`src/tsa_pkg.sv`:
```
// Constants and carriers for the thermal status and alert logic.
// Assumes a byte-wide register port from the serial interface engine.
package tsa_pkg;

  // ***************************************************
  // Register offsets
  // ***************************************************
  localparam logic [7:0] OFS_STATUS_FIRST  = 8'h41;
  localparam logic [7:0] OFS_STATUS_SECOND = 8'h42;
  localparam logic [7:0] OFS_MASK_FIRST    = 8'h74;
  localparam logic [7:0] OFS_MASK_SECOND   = 8'h75;
  localparam logic [7:0] OFS_CONFIG_THIRD  = 8'h78;
  localparam logic [7:0] OFS_CONFIG_FOURTH = 8'h7D;

  // ***************************************************
  // Field positions
  // ***************************************************
  localparam int BIT_SUMMARY       = 7;
  localparam int BIT_REMOTE_TWO    = 6;
  localparam int BIT_LOCAL         = 5;
  localparam int BIT_REMOTE_ONE    = 4;
  localparam int BIT_SUPPLY        = 2;
  localparam int BIT_TWO_FIVE      = 0;
  localparam int BIT_DIODE_TWO     = 7;
  localparam int BIT_DIODE_ONE     = 6;
  localparam int BIT_FOURTH_FAN    = 5;
  localparam int BIT_FIRST_FAN     = 2;
  localparam int BIT_OVERTEMP      = 1;
  localparam int BIT_ALERT_OTHER   = 0;
  localparam int BIT_THERMAL_EN    = 1;
  localparam int BIT_BOOST         = 2;
  localparam int BIT_ALERT_SUPPLY  = 0;

  // Implemented bits; the rest read as zero, save first bit 7, which reads the summary
  localparam logic [7:0] USED_FIRST  = 8'h75;
  localparam logic [7:0] USED_SECOND = 8'hFE;

  // ***************************************************
  // Reset values
  // ***************************************************
  localparam logic [7:0] RST_MASK    = 8'h00;
  localparam logic [7:0] RST_CONFIG  = 8'h00;
  localparam logic [7:0] RST_RDATA   = 8'h00;
  localparam logic [7:0] RDATA_UNMAP = 8'h00;

  // Analog channels compared against high and low limits
  localparam int NUM_CHAN = 5;

  typedef struct packed {
    logic       wr;
    logic       rd;
    logic [7:0] addr;
    logic [7:0] wdata;
  } tsa_reg_req_t;

  typedef struct packed {
    logic [7:0] reading;
    logic [7:0] high;
    logic [7:0] low;
  } tsa_chan_t;

endpackage : tsa_pkg

```
`src/tsa_alert_logic.sv`:
```
// Status flags, alert masking, alert pin routing and thermal input.
// Assumes a byte register port from the serial engine, with one-cycle
// rd/wr strobes, and fault conditions from the measurement blocks.

// Function
// - Diode open/short sets status bits 7, 6
// - Bit 5: fourth fan slow or timer limit
// - Bits 4..2: third, second, first fan slow
// - Bit 1: overtemperature; bit 0 unused
// - Flags sticky until cause gone, then read
// - Alert held while fault, until status read
// - Mask gates alert only, flag still sets
// - First mask register bit map
// - Second mask register bit map
// - Mask bit 5 gates timer when thermal
// - Alert function disabled after reset
// - Fourth config bit 0 routes alert pin
// - Third config bit 0 routes other pin
// - Third config bit 1 enables thermal pin
// - Time external low on thermal pin
// - Boost runs fans full while pin low
// - Boost only affects already running fans
// - First status bit 7 summarises second
// - High limit strict, low limit inclusive
module tsa_alert_logic (
  input  wire logic                  clk_in,
  input  wire logic                  rst_b_in,
  input  wire logic                  clk_en_in,
  input  wire tsa_pkg::tsa_reg_req_t reg_req_in,
  output logic                [7:0]  reg_rdata_out,
  input  wire tsa_pkg::tsa_chan_t    chan_in [tsa_pkg::NUM_CHAN],
  input  wire logic                  diode_two_fault_in,
  input  wire logic                  diode_one_fault_in,
  input  wire logic           [3:0]  fan_slow_in,
  input  wire logic                  timer_over_limit_in,
  input  wire logic                  overtemperature_in,
  input  wire logic           [3:0]  fan_running_in,
  input  wire logic                  thermal_event_pin_in,
  output logic                       thermal_event_pin_out,
  output logic                       thermal_event_pin_oe_out,
  output logic                       thermal_low_time_out,
  output logic                [3:0]  fan_boost_out,
  output logic                       alert_on_supply_pin_out,
  output logic                       alert_on_supply_pin_oe_out,
  output logic                       alert_other_pin_out,
  output logic                       alert_other_pin_oe_out
);

  // ***************************************************
  // Declarations
  // ***************************************************
  localparam int NUM_CHAN_W = tsa_pkg::NUM_CHAN;

  logic [7:0] alert_mask_first;
  logic [7:0] alert_mask_second;
  logic [7:0] config_third;
  logic [7:0] config_fourth;
  logic [7:0] next_alert_mask_first;
  logic [7:0] next_alert_mask_second;
  logic [7:0] next_config_third;
  logic [7:0] next_config_fourth;
  logic [7:0] rdata;
  logic [7:0] next_rdata;
  logic       alert;
  logic       next_alert;
  logic       thermal_low;
  logic       next_thermal_low;
  logic [3:0] boost;
  logic [3:0] next_boost;
  logic [7:0] cond_first;
  logic [7:0] cond_second;
  logic [7:0] flags_first;
  logic [7:0] flags_second;
  logic [7:0] status_first_view;
  logic       second_register_summary;
  logic       thermal_en;
  logic       fourth_fan_or_timer_flag;
  logic       alert_pin_enabled;
  logic [NUM_CHAN_W-1:0] chan_out_of_limit;

  function automatic logic hit(input tsa_pkg::tsa_reg_req_t req,
                               input logic [7:0] ofs);
    hit = (req.addr == ofs);
  endfunction : hit

  // ***************************************************
  // Limit comparison per analog channel
  // ***************************************************
  // Channel order: 0 two-five, 1 supply, 2 remote one, 3 local,
  // 4 remote two
  genvar c;
  generate
    for (c = 0; c < NUM_CHAN_W; c++) begin : g_chan
      assign chan_out_of_limit[c] =
        (chan_in[c].reading > chan_in[c].high) |
        (chan_in[c].reading <= chan_in[c].low);
    end
  endgenerate

  // ***************************************************
  // Status conditions
  // ***************************************************
  assign thermal_en = config_third[tsa_pkg::BIT_THERMAL_EN];
  // Fourth tach pin doubles as thermal input, so bit 5 follows the timer
  assign fourth_fan_or_timer_flag = thermal_en ? timer_over_limit_in
                                               : fan_slow_in[3];

  always_comb begin
    cond_second = 8'h00;
    cond_second[tsa_pkg::BIT_DIODE_TWO] = diode_two_fault_in;
    cond_second[tsa_pkg::BIT_DIODE_ONE] = diode_one_fault_in;
    cond_second[tsa_pkg::BIT_FOURTH_FAN] = fourth_fan_or_timer_flag;
    cond_second[tsa_pkg::BIT_FIRST_FAN +: 3] = fan_slow_in[2:0];
    cond_second[tsa_pkg::BIT_OVERTEMP] = overtemperature_in;
    cond_first = 8'h00;
    cond_first[tsa_pkg::BIT_TWO_FIVE]   = chan_out_of_limit[0];
    cond_first[tsa_pkg::BIT_SUPPLY]     = chan_out_of_limit[1];
    cond_first[tsa_pkg::BIT_REMOTE_ONE] = chan_out_of_limit[2];
    cond_first[tsa_pkg::BIT_LOCAL]      = chan_out_of_limit[3];
    cond_first[tsa_pkg::BIT_REMOTE_TWO] = chan_out_of_limit[4];
  end

  // Flags set regardless of mask state
  tsa_sticky_bank #(
    .USED (tsa_pkg::USED_FIRST)
  ) u_status_first (
    .clk_in    (clk_in),
    .rst_b_in  (rst_b_in),
    .clk_en_in (clk_en_in),
    .cond_in   (cond_first),
    .rd_clr_in (reg_req_in.rd & hit(reg_req_in, tsa_pkg::OFS_STATUS_FIRST)),
    .flags_out (flags_first)
  );

  tsa_sticky_bank #(
    .USED (tsa_pkg::USED_SECOND)
  ) u_status_second (
    .clk_in    (clk_in),
    .rst_b_in  (rst_b_in),
    .clk_en_in (clk_en_in),
    .cond_in   (cond_second),
    .rd_clr_in (reg_req_in.rd & hit(reg_req_in, tsa_pkg::OFS_STATUS_SECOND)),
    .flags_out (flags_second)
  );

  // Summary follows the second bank live, so it clears with it
  assign second_register_summary = |flags_second;
  always_comb begin
    status_first_view = flags_first;
    status_first_view[tsa_pkg::BIT_SUMMARY] = second_register_summary;
  end

  // ***************************************************
  // Register writes and reads
  // ***************************************************
  always_comb begin
    next_alert_mask_first  = alert_mask_first;
    next_alert_mask_second = alert_mask_second;
    next_config_third      = config_third;
    next_config_fourth     = config_fourth;
    next_rdata             = rdata;
    if (reg_req_in.wr) begin
      if (hit(reg_req_in, tsa_pkg::OFS_MASK_FIRST)) begin
        next_alert_mask_first = reg_req_in.wdata;
      end
      if (hit(reg_req_in, tsa_pkg::OFS_MASK_SECOND)) begin
        next_alert_mask_second = reg_req_in.wdata;
      end
      if (hit(reg_req_in, tsa_pkg::OFS_CONFIG_THIRD)) begin
        next_config_third = reg_req_in.wdata;
      end
      if (hit(reg_req_in, tsa_pkg::OFS_CONFIG_FOURTH)) begin
        next_config_fourth = reg_req_in.wdata;
      end
    end
    if (reg_req_in.rd) begin
      case (reg_req_in.addr)
        tsa_pkg::OFS_STATUS_FIRST:  next_rdata = status_first_view;
        tsa_pkg::OFS_STATUS_SECOND: next_rdata = flags_second;
        tsa_pkg::OFS_MASK_FIRST:    next_rdata = alert_mask_first;
        tsa_pkg::OFS_MASK_SECOND:   next_rdata = alert_mask_second;
        tsa_pkg::OFS_CONFIG_THIRD:  next_rdata = config_third;
        tsa_pkg::OFS_CONFIG_FOURTH: next_rdata = config_fourth;
        default:                    next_rdata = tsa_pkg::RDATA_UNMAP;
      endcase
    end
  end

  always_ff @(posedge clk_in or negedge rst_b_in) begin
    if (!rst_b_in) begin
      alert_mask_first  <= tsa_pkg::RST_MASK;
      alert_mask_second <= tsa_pkg::RST_MASK;
      config_third      <= tsa_pkg::RST_CONFIG;
      config_fourth     <= tsa_pkg::RST_CONFIG;
      rdata             <= tsa_pkg::RST_RDATA;
    end else if (clk_en_in) begin
      alert_mask_first  <= next_alert_mask_first;
      alert_mask_second <= next_alert_mask_second;
      config_third      <= next_config_third;
      config_fourth     <= next_config_fourth;
      rdata             <= next_rdata;
    end
  end

  // ***************************************************
  // Alert generation and pin routing
  // ***************************************************
  assign alert_pin_enabled =
    config_fourth[tsa_pkg::BIT_ALERT_SUPPLY] |
    config_third[tsa_pkg::BIT_ALERT_OTHER];

  // Mask bit 5 covers whichever source drives status bit 5
  always_comb begin
    next_alert =
      (|(flags_first & ~alert_mask_first & tsa_pkg::USED_FIRST)) |
      ((|(flags_second & ~alert_mask_second & tsa_pkg::USED_SECOND)) &
       ~alert_mask_first[tsa_pkg::BIT_SUMMARY]);
    next_alert = next_alert & alert_pin_enabled;
  end

  // ***************************************************
  // Thermal input and fan boost
  // ***************************************************
  always_comb begin
    next_thermal_low = thermal_en & ~thermal_event_pin_in;
    // Stopped fans stay stopped; boost only raises running ones
    next_boost = {4{next_thermal_low &
                    config_third[tsa_pkg::BIT_BOOST]}} &
                 fan_running_in;
  end

  always_ff @(posedge clk_in or negedge rst_b_in) begin
    if (!rst_b_in) begin
      alert       <= 1'b0;
      thermal_low <= 1'b0;
      boost       <= 4'h0;
    end else if (clk_en_in) begin
      alert       <= next_alert;
      thermal_low <= next_thermal_low;
      boost       <= next_boost;
    end
  end

  // Open-drain: drive low only while asserting
  assign alert_on_supply_pin_out    = 1'b0;
  assign alert_on_supply_pin_oe_out =
    alert & config_fourth[tsa_pkg::BIT_ALERT_SUPPLY];
  assign alert_other_pin_out        = 1'b0;
  assign alert_other_pin_oe_out     =
    alert & config_third[tsa_pkg::BIT_ALERT_OTHER];
  // Output mode of the thermal pin lives elsewhere; input only here
  assign thermal_event_pin_out      = 1'b0;
  assign thermal_event_pin_oe_out   = 1'b0;
  assign thermal_low_time_out       = thermal_low;
  assign fan_boost_out              = boost;
  assign reg_rdata_out              = rdata;

  // ***************************************************
  // Assertions
  // ***************************************************
  logic rd_second;
  assign rd_second = reg_req_in.rd &
                     hit(reg_req_in, tsa_pkg::OFS_STATUS_SECOND);
endmodule : tsa_alert_logic

```
`src/tsa_sticky_bank.sv`:
```
// Bank of sticky flags cleared by a read once the cause has gone.
// Assumes conditions and read strobe are synchronous to clk_in.
module tsa_sticky_bank #(
  parameter logic [7:0] USED = 8'hFF
) (
  input  wire logic       clk_in,
  input  wire logic       rst_b_in,
  input  wire logic       clk_en_in,
  input  wire logic [7:0] cond_in,
  input  wire logic       rd_clr_in,
  output logic      [7:0] flags_out
);

  logic [7:0] flags;
  logic [7:0] next_flags;

  // ***************************************************
  // Per-bit sticky logic
  // ***************************************************
  genvar g;
  generate
    for (g = 0; g < 8; g++) begin : g_bit
      if (USED[g]) begin : g_used
        // A live condition wins over the read clear
        always_comb begin
          next_flags[g] = cond_in[g] | (flags[g] & ~rd_clr_in);
        end
      end else begin : g_unused
        always_comb begin
          next_flags[g] = 1'b0;
        end
      end
    end
  endgenerate

  always_ff @(posedge clk_in or negedge rst_b_in) begin
    if (!rst_b_in) begin
      flags <= 8'h00;
    end else if (clk_en_in) begin
      flags <= next_flags;
    end
  end

  assign flags_out = flags;

endmodule : tsa_sticky_bank

```
`config.mk`:
```
export PLATFORM = sky130hd
export DESIGN_NAME = tsa_alert_logic
export DESIGN_NICKNAME = d
export VERILOG_FILES = /design/src/tsa_pkg.sv /design/src/tsa_alert_logic.sv /design/src/tsa_sticky_bank.sv
export SDC_FILE = /design/constraint.sdc
export NUM_CORES = 1
export LEC_CHECK = 0
export ABC_AREA = 0
export ABC_CLOCK_PERIOD_IN_PS = 4500
export BUFFER_PORTS_ARGS = -buffer_cell sky130_fd_sc_hd__buf_2
export CORE_AREA = 2 2 76 150
export DETAILED_ROUTE_END_ITERATION = 6
export DIE_AREA = 0 0 78 152
export HOLD_SLACK_MARGIN = 0.1
export PLACE_DENSITY = 0.72
export SLEW_MARGIN = 15
export SYNTH_ARGS = -nofsm -noshare
export SYNTH_HDL_FRONTEND = slang
export SYNTH_SLANG_ARGS = --single-unit
export TNS_END_PERCENT = 50
```
`constraint.sdc`:
```
create_clock -name clk_in -period 4.5 [get_ports clk_in]
set_input_delay 0.9 -clock clk_in [delete_from_list [all_inputs] [get_ports clk_in]]
set_output_delay 0.9 -clock clk_in [all_outputs]
set_load 0.01 [all_outputs]
```
==> impl_metrics.py, run 1 <==
metrics = {
    "sta": {
        "slew_viol_final": 0,
        "finalClockSkew_ns": 0.00912,
        "hold_viol_final": 0,
        "rsz0062_at_grt": "false",
        "worst_slew_pin_slew_ns": 0.753,
        "fmax_mhz": 394,
        "finalSetupViolations": 0,
        "hold_slack_ns": 0.484,
        "fin_crit_sh_pct": 56.4,
        "finalSetupTns_ns": 0,
        "min_period_ns": 2.54,
        "relSlewSlack_pct": 49.6,
    },
    "power": {
        "p_sw_mw": 0.397,
        "p_int_mw": 1.17,
        "leakagePower_nw": 3.22,
        "switching_share_pct": 25.3,
        "ir_worst_vdd_uv": 200,
        "pwr-share-seq_pct": 34.7,
        "clkPwrFrac_pct": 46.0,
        "pwr-share-comb_pct": 19.3,
        "powerDensity_nw_per_um2": 264,
    },
    "logic_synthesis": {
        "synthesis.area_um2": 4690,
        "synth_top_cell_by_area": "dfrtp_1",
        "synthesis.instances": 515,
        "synth-main-ff-cell": "dfrtp_1",
        "syn-mean-instance-area_um2": 9.11,
        "synthTopCellsByArea": "dfrtp_1 31%, ha_1 21%, inv_1 7.2%",
        "synth_top_area_share_pct": 30.9,
        "synth-seq-cells": 58,
        "async_reset_ff_share_pct": 100,
        "synth-edff-count": 0,
        "synth-warning-count": 0,
        "seq_area_frac_synth_pct": 30.9,
        "synth_cell_types": 45,
    },
    "worst_setup_path": {
        "crit_arrival_ns": 2.74,
        "r2r-end": "reg_rdata_out[7]",
        "path_cells": "buf_2, nand4b_1, or3_1, nor2_1, mux2_2",
        "cp.required_ns": 4.70,
        "crit_path_max_incr_delay_ns": 0.63,
        "r2r_start": "u_status_second.flags_out[2]",
        "endpoint_kind": "flip-flop",
        "cp_max_fo": 11,
        "crit_path_top_delay_cell": "nor2_1",
        "rr_worst_depth": 5,
        "cp-start-kind": "primary input",
        "worstSetupPathType": "in -> reg",
        "reg2reg_slack_ns": 2.56,
    },
    "clocking": {
        "cts_sinks": 58,
        "hold_buffers": 0,
        "root_buffer": "clkbuf_16",
        "postCtsSetupBuffers": 0,
        "clockBufferDepth": 2,
        "cts_tree": "done",
        "h-tree-depth": 3,
        "clock_latency_ns": 0.33,
        "cts.clk_slew.worst_paths_ns": 0.05,
        "cts_buffers": 9,
        "ctsResizeCount": 0,
    },
    "floorplan": {
        "fp.dieW_um": 78,
        "die_h_um": 152,
        "start_util_pct": 43.4,
        "core-area_um2": 10800,
        "rows": 54,
        "pin_count": 173,
        "die_area_um2": 11900,
    },
    "cells_and_area": {
        "nets": 914,
        "antenna_cells": 0,
        "synthToLayoutAreaGrowth_pct": 26.7,
        "final_common_cell": "buf_2",
        "final_cell_mix": "168 x buf_2, 90 x inv_1, 80 x ha_1",
        "multi_input_area_um2": 2810,
        "postLayoutCellArea_um2": 5940,
        "layoutNonFillerInstCount": 825,
        "drive_gt1_share_pct": 32.3,
        "regArea_um2": 1450,
        "num-fill-cells": 990,
    },
    "global_route": {
        "antenna_found_initial": 0,
        "grt-ovfl-total": 0,
        "grtUsageTotal_pct": 23.2,
        "grt_max_degree": 59,
        "grt_pass1_wl_um": 21500,
        "grt_pass1_vias": 4741,
    },
    "detailed_routing": {
        "via_per_inst": 5.49,
        "dr.first_iter.drc_count": 290,
        "wirelength_um": 13800,
        "vias": 4526,
        "drc": 0,
        "drt-pass1-iter-count": 4,
        "wl_per_cell_um": 16.7,
        "drt.antenna.violating_nets": 0,
    },
    "placed_design": {
        "dp_cells": 809,
        "port_buffers": 168,
        "globalplace.congestion": 0.943,
        "postPlaceCellArea_um2": 5620,
        "dp_hpwl_um": 11600,
    },
    "min_path": {
        "hp-start": "reg_rdata_out[1]",
        "min_delay_path_depth": 2,
        "hold_end": "reg_rdata_out[1]",
        "hp-class": "reg -> reg",
    },
    "outcome": {
        "status": "finished clean",
    },
    "flow_run": {
        "cap_violations": 0,
    },
}
-- critical path: cells and delay by family --
kind | cells | cell delay, ns
buffers and inverters | 1 | 0.10
muxes | 1 | 0.42
and+or+nand+nor | 3 | 1.31
-- power groups by stage --
stage	logic (mW)	registers (mW)	clock network, mW
CTS	0.305	0.544	0.729
floorplan	0.165	0.549	0
detailed placement	0.304	0.552	0
global placement	0.285	0.552	0
global route	0.343	0.545	0.750
finish	0.303	0.544	0.721
-- synth_stat cells, types with 2 or more instances --
master / number
inv_1: 90
ha_1: 80
dfrtp_1: 58
a21oi_1: 42
nand2_1: 29
o21ai_0: 29
mux2_2: 26
nand4_1: 21
nor2_1: 13
nor2b_1: 13
a22o_1: 11
o211ai_1: 10
o22ai_1: 9
clkbuf_1: 7
a22o_2: 6
a211oi_1: 5
a32oi_1: 5
mux2i_1: 5
a222oi_1: 4
buf_2: 4
buf_4: 4
nand3_1: 4
nor3_1: 4
o221ai_1: 4
a22oi_1: 3
and2_1: 3
o22a_1: 3
a221oi_1: 2
and3_1: 2
buf_6: 2
nand2b_1: 2
nor3_4: 2
-- final cells by class --
class	count	area share, %
Clock buffer	11	4.09
Clock inverter	5	1.31
Inverter	90	5.69
Multi-Input combinational cell	352	47.3
Sequential cell	58	24.4
Tap cell	140	2.95
Timing Repair Buffer	169	14.3
-- kinds of logic after synthesis --
logic type / Yosys count / synth area share, %
AO/OA/AOI/OAI: 135 / 18.8
buffers and inverters: 108 / 9.39
AND/OR/NAND/NOR: 102 / 12.2
adder cells (fa/ha/maj): 80 / 21.3
flip-flops: 58 / 30.9
multiplexers: 31 / 7.31
other: 1 / 0.0800
-- state kept, by name, summed over array words and instances, names as in the netlist --
name                       flops
u_status_second.flags_out      7
alert                          1
alert_mask_second              8
u_status_first.flags_out       5
config_third                   8
config_fourth                  8
fan_boost_out                  4
thermal_low_time_out           1
alert_mask_first               8
reg_rdata_out                  8
-- metrics by stage --
stage               worst slack (ns)  total power [mW]  util, %
floorplan                       1.98             0.715        -
global placement                1.69             0.837     52.0
detailed placement              1.67             0.855     52.0
CTS                             1.99              1.58     55.0
global route                    1.83              1.64     55.0
finish                          1.96              1.57     55.0
-- layer usage --
metal	wire length [um]	global-route usage [%]	part of all wire, %	vias up
li1	-	-	-	2175
met1	4200	19.3	31	2122
met2	8090	47.2	59	180
met3	689	3.56	5.0	49
met4	786	14.9	5.7	0
met5	0	0	0	-
-- worst max path at each step --
| stage | start | endpoint | cells past startpoint |
|---|---|---|---|
| floorplan | reg_req_in[11] | u_status_second.flags_out[5] | 7 |
| global placement | reg_req_in[11] | u_status_second.flags_out[5] | 6 |
| detailed placement | reg_req_in[11] | u_status_second.flags_out[5] | 6 |
| CTS | reg_req_in[15] | alert_mask_first[6] | 5 |
| global route | reg_req_in[15] | alert_mask_first[1] | 5 |
| finish | reg_req_in[15] | alert_mask_first[1] | 5 |
Note: power is estimated with default switching activity, not from simulation.
==> run 2, diff against run 1 <==
--- a/config.mk
+++ b/config.mk
@@ -5,14 +5,14 @@
 export SDC_FILE = /design/constraint.sdc
 export NUM_CORES = 1
 export LEC_CHECK = 0
-export ABC_AREA = 0
-export ABC_CLOCK_PERIOD_IN_PS = 4500
+export ABC_AREA = 1
+export ABC_CLOCK_PERIOD_IN_PS = 2500
 export BUFFER_PORTS_ARGS = -buffer_cell sky130_fd_sc_hd__buf_2
-export CORE_AREA = 2 2 76 150
+export CORE_AREA = 2 2 78 155
 export DETAILED_ROUTE_END_ITERATION = 6
-export DIE_AREA = 0 0 78 152
+export DIE_AREA = 0 0 80 157
 export HOLD_SLACK_MARGIN = 0.1
-export PLACE_DENSITY = 0.72
+export PLACE_DENSITY = 0.71
 export SLEW_MARGIN = 15
 export SYNTH_ARGS = -nofsm -noshare
 export SYNTH_HDL_FRONTEND = slang
==> constraint.sdc (replaced) <==
create_clock -name clk_in -period 2.5 [get_ports clk_in]
set_input_delay 0.5 -clock clk_in [delete_from_list [all_inputs] [get_ports clk_in]]
set_output_delay 0.5 -clock clk_in [all_outputs]
set_load 0.01 [all_outputs]
==> run 2 against run 1 <==
Net effect:
- cell count grew 26%
- power grew 83%
- area after synthesis grew 6.5%
- wire length shrank 1.2%
- synthesized cell count grew 39%
- critical path type unchanged
- critical endpoint is now u_status_second.flags_out[2]
- largest cell class unchanged
- largest power group unchanged
==> impl_metrics.py, run 2 <==
metrics = {
    "global_route": {
        "grt-ovfl-total": 0,
        "grt_max_degree": 59,
        "antenna_found_initial": 0,
        "grt_pass1_vias": 5106,
        "grtUsageTotal_pct": 22.7,
        "grt_pass1_wl_um": 22100,
    },
    "power": {
        "ir_worst_vdd_uv": 555,
        "power.total_mw": 2.87,
        "powerDensity_nw_per_um2": 458,
        "leakagePower_nw": 3.80,
    },
    "floorplan": {
        "die_h_um": 157,
        "core-area_um2": 11300,
        "pin_count": 173,
        "die_area_um2": 12600,
        "rows": 55,
        "start_util_pct": 44.3,
        "fp.dieW_um": 80,
    },
    "placed_design": {
        "port_buffers": 168,
        "postPlaceCellArea_um2": 5960,
        "dp_hpwl_um": 11600,
        "globalplace.congestion": 0.957,
    },
    "logic_synthesis": {
        "yosys-top-cells-count": "201 x nand2_1, 141 x inv_1, 80 x ha_1",
        "synth_compound_area_share_pct": 11.7,
        "synthesis.area_um2": 5000,
        "synth-seq-cells": 58,
        "synth_cell_types": 25,
        "seq_area_frac_synth_pct": 29.1,
        "syn-mean-instance-area_um2": 6.96,
        "synth.most_common_cell": "nand2_1",
        "synthMuxAreaShare_pct": 0,
        "synth-xor-area-share_pct": 0,
        "synth-edff-count": 0,
        "synthAdderAreaFrac_pct": 20.0,
        "synthTopCellsByArea": "dfrtp_1 29%, ha_1 20%, nand2_1 15%",
        "async_reset_ff_share_pct": 100,
        "synth_top_area_share_pct": 29.1,
        "synth_top_cell_by_area": "dfrtp_1",
        "synthesis.instances": 718,
        "synthSimpleGateAreaFrac_pct": 26.5,
        "synth-warning-count": 0,
        "synth_top_family_by_area": "simple AND/OR/NAND/NOR gates",
        "synth-main-ff-cell": "dfrtp_1",
    },
    "cells_and_area": {
        "final_common_cell": "nand2_1",
        "drive_gt1_share_pct": 22.6,
        "num-fill-cells": 1156,
        "antenna_cells": 0,
        "nets": 1124,
        "postLayoutCellArea_um2": 6280,
        "final_cell_mix": "201 x nand2_1, 168 x buf_2, 141 x inv_1",
        "synthToLayoutAreaGrowth_pct": 25.7,
    },
    "clocking": {
        "clock_latency_ns": 0.34,
        "cts_sinks": 58,
        "cts.clk_slew.worst_paths_ns": 0.05,
        "cts_tree": "done",
        "hold_buffers": 0,
        "h-tree-depth": 3,
        "root_buffer": "clkbuf_16",
        "clockBufferDepth": 2,
        "cts_buffers": 9,
        "postCtsSetupBuffers": 0,
        "ctsResizeCount": 0,
    },
    "worst_setup_path": {
        "endpoint_kind": "flip-flop",
        "crit_arrival_ns": 1.72,
        "worstSetupPathType": "in -> reg",
        "path_cells": "buf_2, inv_1, nand2_1, nor3_2, nand2_1, nor2_1, o21ai_0",
        "critPathTopFamily": "simple AND/OR/NAND/NOR gates",
        "critical_path_buf_inv_count": 2,
        "crit_path_top_delay_cell": "nor2_1",
        "cp-start-kind": "primary input",
        "reg2reg_slack_ns": 1.30,
        "cp.required_ns": 2.70,
        "crit_path_frequent_cell": "nand2_1",
        "crit_path_max_incr_delay_ns": 0.37,
        "cp_max_fo": 7,
    },
    "detailed_routing": {
        "wl_met1_um": 4370,
        "drt.antenna.violating_nets": 0,
        "drt-pass1-iter-count": 4,
        "dr.first_iter.drc_count": 192,
        "wirelength_um": 13600,
        "route.met2.wl_um": 7920,
        "wl_met3_um": 595,
        "vias": 5034,
        "drc": 0,
        "highest_layer": "met4",
        "wl_per_cell_um": 13.1,
        "via_per_inst": 4.85,
    },
    "sta": {
        "fmax_mhz": 658,
        "relSlewSlack_pct": 50.3,
        "rsz0062_at_grt": "false",
        "finalClockSkew_ns": 0.00567,
        "hold_viol_final": 0,
        "slew_viol_final": 0,
        "worst_slew_pin_slew_ns": 0.745,
        "finalSetupTns_ns": 0,
        "finalSetupViolations": 0,
        "min_period_ns": 1.52,
        "fin_crit_sh_pct": 60.8,
    },
    "flow_run": {
        "cap_violations": 0,
    },
    "min_path": {
        "hp-class": "in -> async",
    },
    "outcome": {
        "status": "finished clean",
    },
}
run 2: cells by family after synthesis:
logic type	count (synthesis)
adders and majority gates	80
AOI/OAI and AO/OA	105
other	1
and+or+nand+nor	318
buffers and inverters	156
DFF	58
run 2: final timing paths:
check	start	to	cells after the start
max	reg_req_in[15]	u_status_second.flags_out[2]	7
min reg2reg	fan_boost_out[2]	fan_boost_out[2]	2
min	rst_b_in	u_status_second.flags_out[1]	2
min in group clk_in	diode_one_fault_in	u_status_second.flags_out[6]	3
max reg2reg	u_status_second.flags_out[1]	alert	8
max in group asynchronous	rst_b_in	alert_mask_second[0]	2
run 2: report_power, final:
| group | switching, mW | total (mW) | internal (mW) |
|---|---|---|---|
| combinational | 0.308 | 0.561 | 0.253 |
| clock | 0.424 | 1.32 | 0.894 |
| sequential | 0.0259 | 0.996 | 0.970 |
| total | 0.758 | 2.87 | 2.12 |
run 2: layer usage:
layer / GRT usage (%) / up-vias
met5: 0 / -
met3: 3.10 / 51
met2: 46.3 / 170
met1: 19.6 / 2206
met4: 13.8 / 0
li1: - / 2607
run 2: per-stage QoR:
| step | hold slack (ns) | std cells | setup WS [ns] | util [%] |
|---|---|---|---|---|
| after global placement | 0.457 | 1021 | 0.689 | 52.8 |
| after CTS | 0.347 | 1037 | 0.978 | 55.6 |
| after floorplan | 0.204 | 721 | 1.01 | - |
| after global routing | 0.368 | 1037 | 0.802 | 55.6 |
| after detailed placement | 0.470 | 1021 | 0.630 | 52.8 |
| final | 0.294 | 1037 | 0.980 | 55.6 |
run 2: cell type report:
type	instances	area (um2)	share of cell area (%)
multi-input cells	507	2930	46.6
well taps	142	178	2.83
inverters	142	533	8.49
flip-flops and latches	58	1450	23.1
clock inverters	5	77.6	1.24
clock buffers	11	243	3.87
repair buffers	172	871	13.9
==> run 3, diff against run 2 <==
--- a/config.mk
+++ b/config.mk
@@ -6,7 +6,7 @@
 export NUM_CORES = 1
 export LEC_CHECK = 0
 export ABC_AREA = 1
-export ABC_CLOCK_PERIOD_IN_PS = 2500
+export ABC_CLOCK_PERIOD_IN_PS = 1400
 export BUFFER_PORTS_ARGS = -buffer_cell sky130_fd_sc_hd__buf_2
 export CORE_AREA = 2 2 78 155
 export DETAILED_ROUTE_END_ITERATION = 6
==> constraint.sdc (replaced) <==
create_clock -name clk_in -period 1.4 [get_ports clk_in]
set_input_delay 0.28 -clock clk_in [delete_from_list [all_inputs] [get_ports clk_in]]
set_output_delay 0.28 -clock clk_in [all_outputs]
set_load 0.01 [all_outputs]
==> run 3 against run 2 <==
Net effect:
- setup slack worse by 0.84 ns
- die area stayed put
- non-clock buffer count up 29
- sequential share of layout area shrank 1.1 points
- combinational power is 89% higher
- via count is 3.0% higher
- largest cell class unchanged
- clock skew barely moved
- cell count is 3.0% higher
- largest power group unchanged
- flip-flop and latch count is the same
==> impl_metrics.py, run 3 (same netlist as run 2, synthesis figures left out) <==
metrics = {
    "sta": {
        "finalSetupViolations": 0,
        "finalClockSkew_ns": 0.00552,
        "setup_slack_ns": 0.140,
        "slew_viol_final": 0,
        "rsz0062_at_grt": "false",
        "hold_viol_final": 0,
        "fmax_mhz": 794,
        "fin_crit_sh_pct": 90.0,
        "min_period_ns": 1.26,
    },
    "clocking": {
        "cts_sinks": 58,
        "root_buffer": "clkbuf_16",
        "cts_tree": "done",
        "ctsResizeCount": 0,
        "postCtsSetupBuffers": 0,
        "clock_latency_ns": 0.34,
        "cts_buffers": 9,
        "h-tree-depth": 3,
        "cts.clk_slew.worst_paths_ns": 0.05,
        "hold_buffers": 1,
        "clockBufferDepth": 2,
    },
    "cells_and_area": {
        "regArea_um2": 1450,
        "drive_gt1_share_pct": 25.0,
        "synthToLayoutAreaGrowth_pct": 32.1,
        "final_cell_mix": "201 x nand2_1, 168 x buf_2, 141 x inv_1",
        "final_common_cell": "nand2_1",
        "num-fill-cells": 1129,
        "multi_input_area_um2": 2930,
        "layoutNonFillerInstCount": 1068,
        "fin_util_pct": 58.5,
        "postLayoutCellArea_um2": 6600,
        "nets": 1153,
    },
    "floorplan": {
        "pin_count": 173,
        "core-area_um2": 11300,
        "rows": 55,
        "start_util_pct": 44.3,
        "fp.dieW_um": 80,
        "die_area_um2": 12600,
        "die_h_um": 157,
    },
    "worst_setup_path": {
        "critPathTopFamily": "flip-flops",
        "critical_path_buf_inv_count": 2,
        "crit_path_max_incr_delay_ns": 0.42,
        "worstSetupPathType": "reg -> out",
        "endpoint_kind": "output port",
        "crit_path_top_delay_cell": "dfrtp_1",
        "path_cells": "nand2_1, inv_1, buf_2",
        "cp_max_fo": 4,
        "crit_arrival_ns": 0.98,
        "cp.required_ns": 1.12,
        "cp-start-kind": "flip-flop",
    },
    "detailed_routing": {
        "drc": 0,
        "wl_per_cell_um": 13.1,
        "drt.antenna.violating_nets": 0,
        "drt-pass1-iter-count": 4,
        "vias": 5187,
        "dr.first_iter.drc_count": 193,
        "via_per_inst": 4.86,
        "wirelength_um": 14000,
    },
    "power": {
        "powerDensity_nw_per_um2": 793,
        "leakagePower_nw": 3.97,
        "ir_worst_vdd_uv": 756,
    },
    "global_route": {
        "grtUsageTotal_pct": 23.1,
        "antenna_found_initial": 2,
        "grt_max_degree": 26,
        "grt-ovfl-total": 0,
        "grt_pass1_vias": 5179,
        "grt_pass1_wl_um": 22600,
    },
    "placed_design": {
        "dp_cells": 1049,
        "port_buffers": 168,
        "postPlaceCellArea_um2": 6260,
        "globalplace.congestion": 0.918,
        "dpl_worst_slack_ns": -0.144,
        "dp_hpwl_um": 12000,
    },
    "min_path": {
        "hp-class": "in -> reg",
    },
    "outcome": {
        "status": "finished clean",
    },
    "flow_run": {
        "cap_violations": 0,
    },
}
## run 3: changes by cell type in the layout (fill, tap and decap cells not counted), moves of 2 or more
cell      previous run  this run
buf_12               0         7
buf_4                4        25
clkinv_2             2         0
diode_2              0         2
inv_6                0         2
## run 3: final cells by class
type                    count  share of cell area, %
multi-input cells         507                   44.3
flip-flops and latches     58                   22.0
repair buffers            201                   17.9
inverters                 142                   8.08
clock buffers               9                   3.41
well taps                 142                   2.69
clock inverters             7                   1.54
diodes                      2                 0.0758
## run 3: per-stage QoR
| step | hold slack, ns | total power [mW] | setup TNS, ns |
|---|---|---|---|
| after floorplan | -0.0156 | 2.38 | 0 |
| after global routing | 0.173 | 5.52 | 0 |
| final | 0.161 | 5.24 | 0 |
| after CTS | 0.163 | 5.26 | 0 |
| after global placement | 0.206 | 2.85 | -1.93 |
| after detailed placement | 0.211 | 2.87 | -2.44 |
## run 3: tightest hold or removal path, cell delays in order
cell and delay, ns:
buf_2 0.07, nand2_1 0.04, o21ai_0 0.06
## run 3: path summary, 6_finish.rpt
check,from,to,slack [ns],cells past startpoint
setup / recovery,config_third[0],alert_other_pin_oe_out,0.14,3
hold / removal,fan_slow_in[0],u_status_second.flags_out[2],0.16,3
setup reg to reg,u_status_first.flags_out[4],alert,0.20,6
hold reg to reg,fan_boost_out[1],fan_boost_out[1],0.48,2
max in group asynchronous,rst_b_in,fan_boost_out[2],0.55,3
min in group asynchronous,rst_b_in,reg_rdata_out[2],0.39,2
## run 3: metal layers
metal / share of wire (%) / vias to the layer above / global-route usage (%) / wire [um]
li1: - / 2662 / - / -
met4: 6.2 / 0 / 15.4 / 867
met3: 3.9 / 55 / 3.27 / 550
met2: 57 / 161 / 46.3 / 7950
met5: 0 / - / 0 / 0
met1: 33 / 2309 / 19.9 / 4590
## run 3: report_power, final
part	total (mW)	internal, mW	switching [mW]
Clock	2.40	1.57	0.829
Combinational	1.06	0.491	0.572
Sequential	1.77	1.73	0.0433
Total	5.24	3.79	1.44
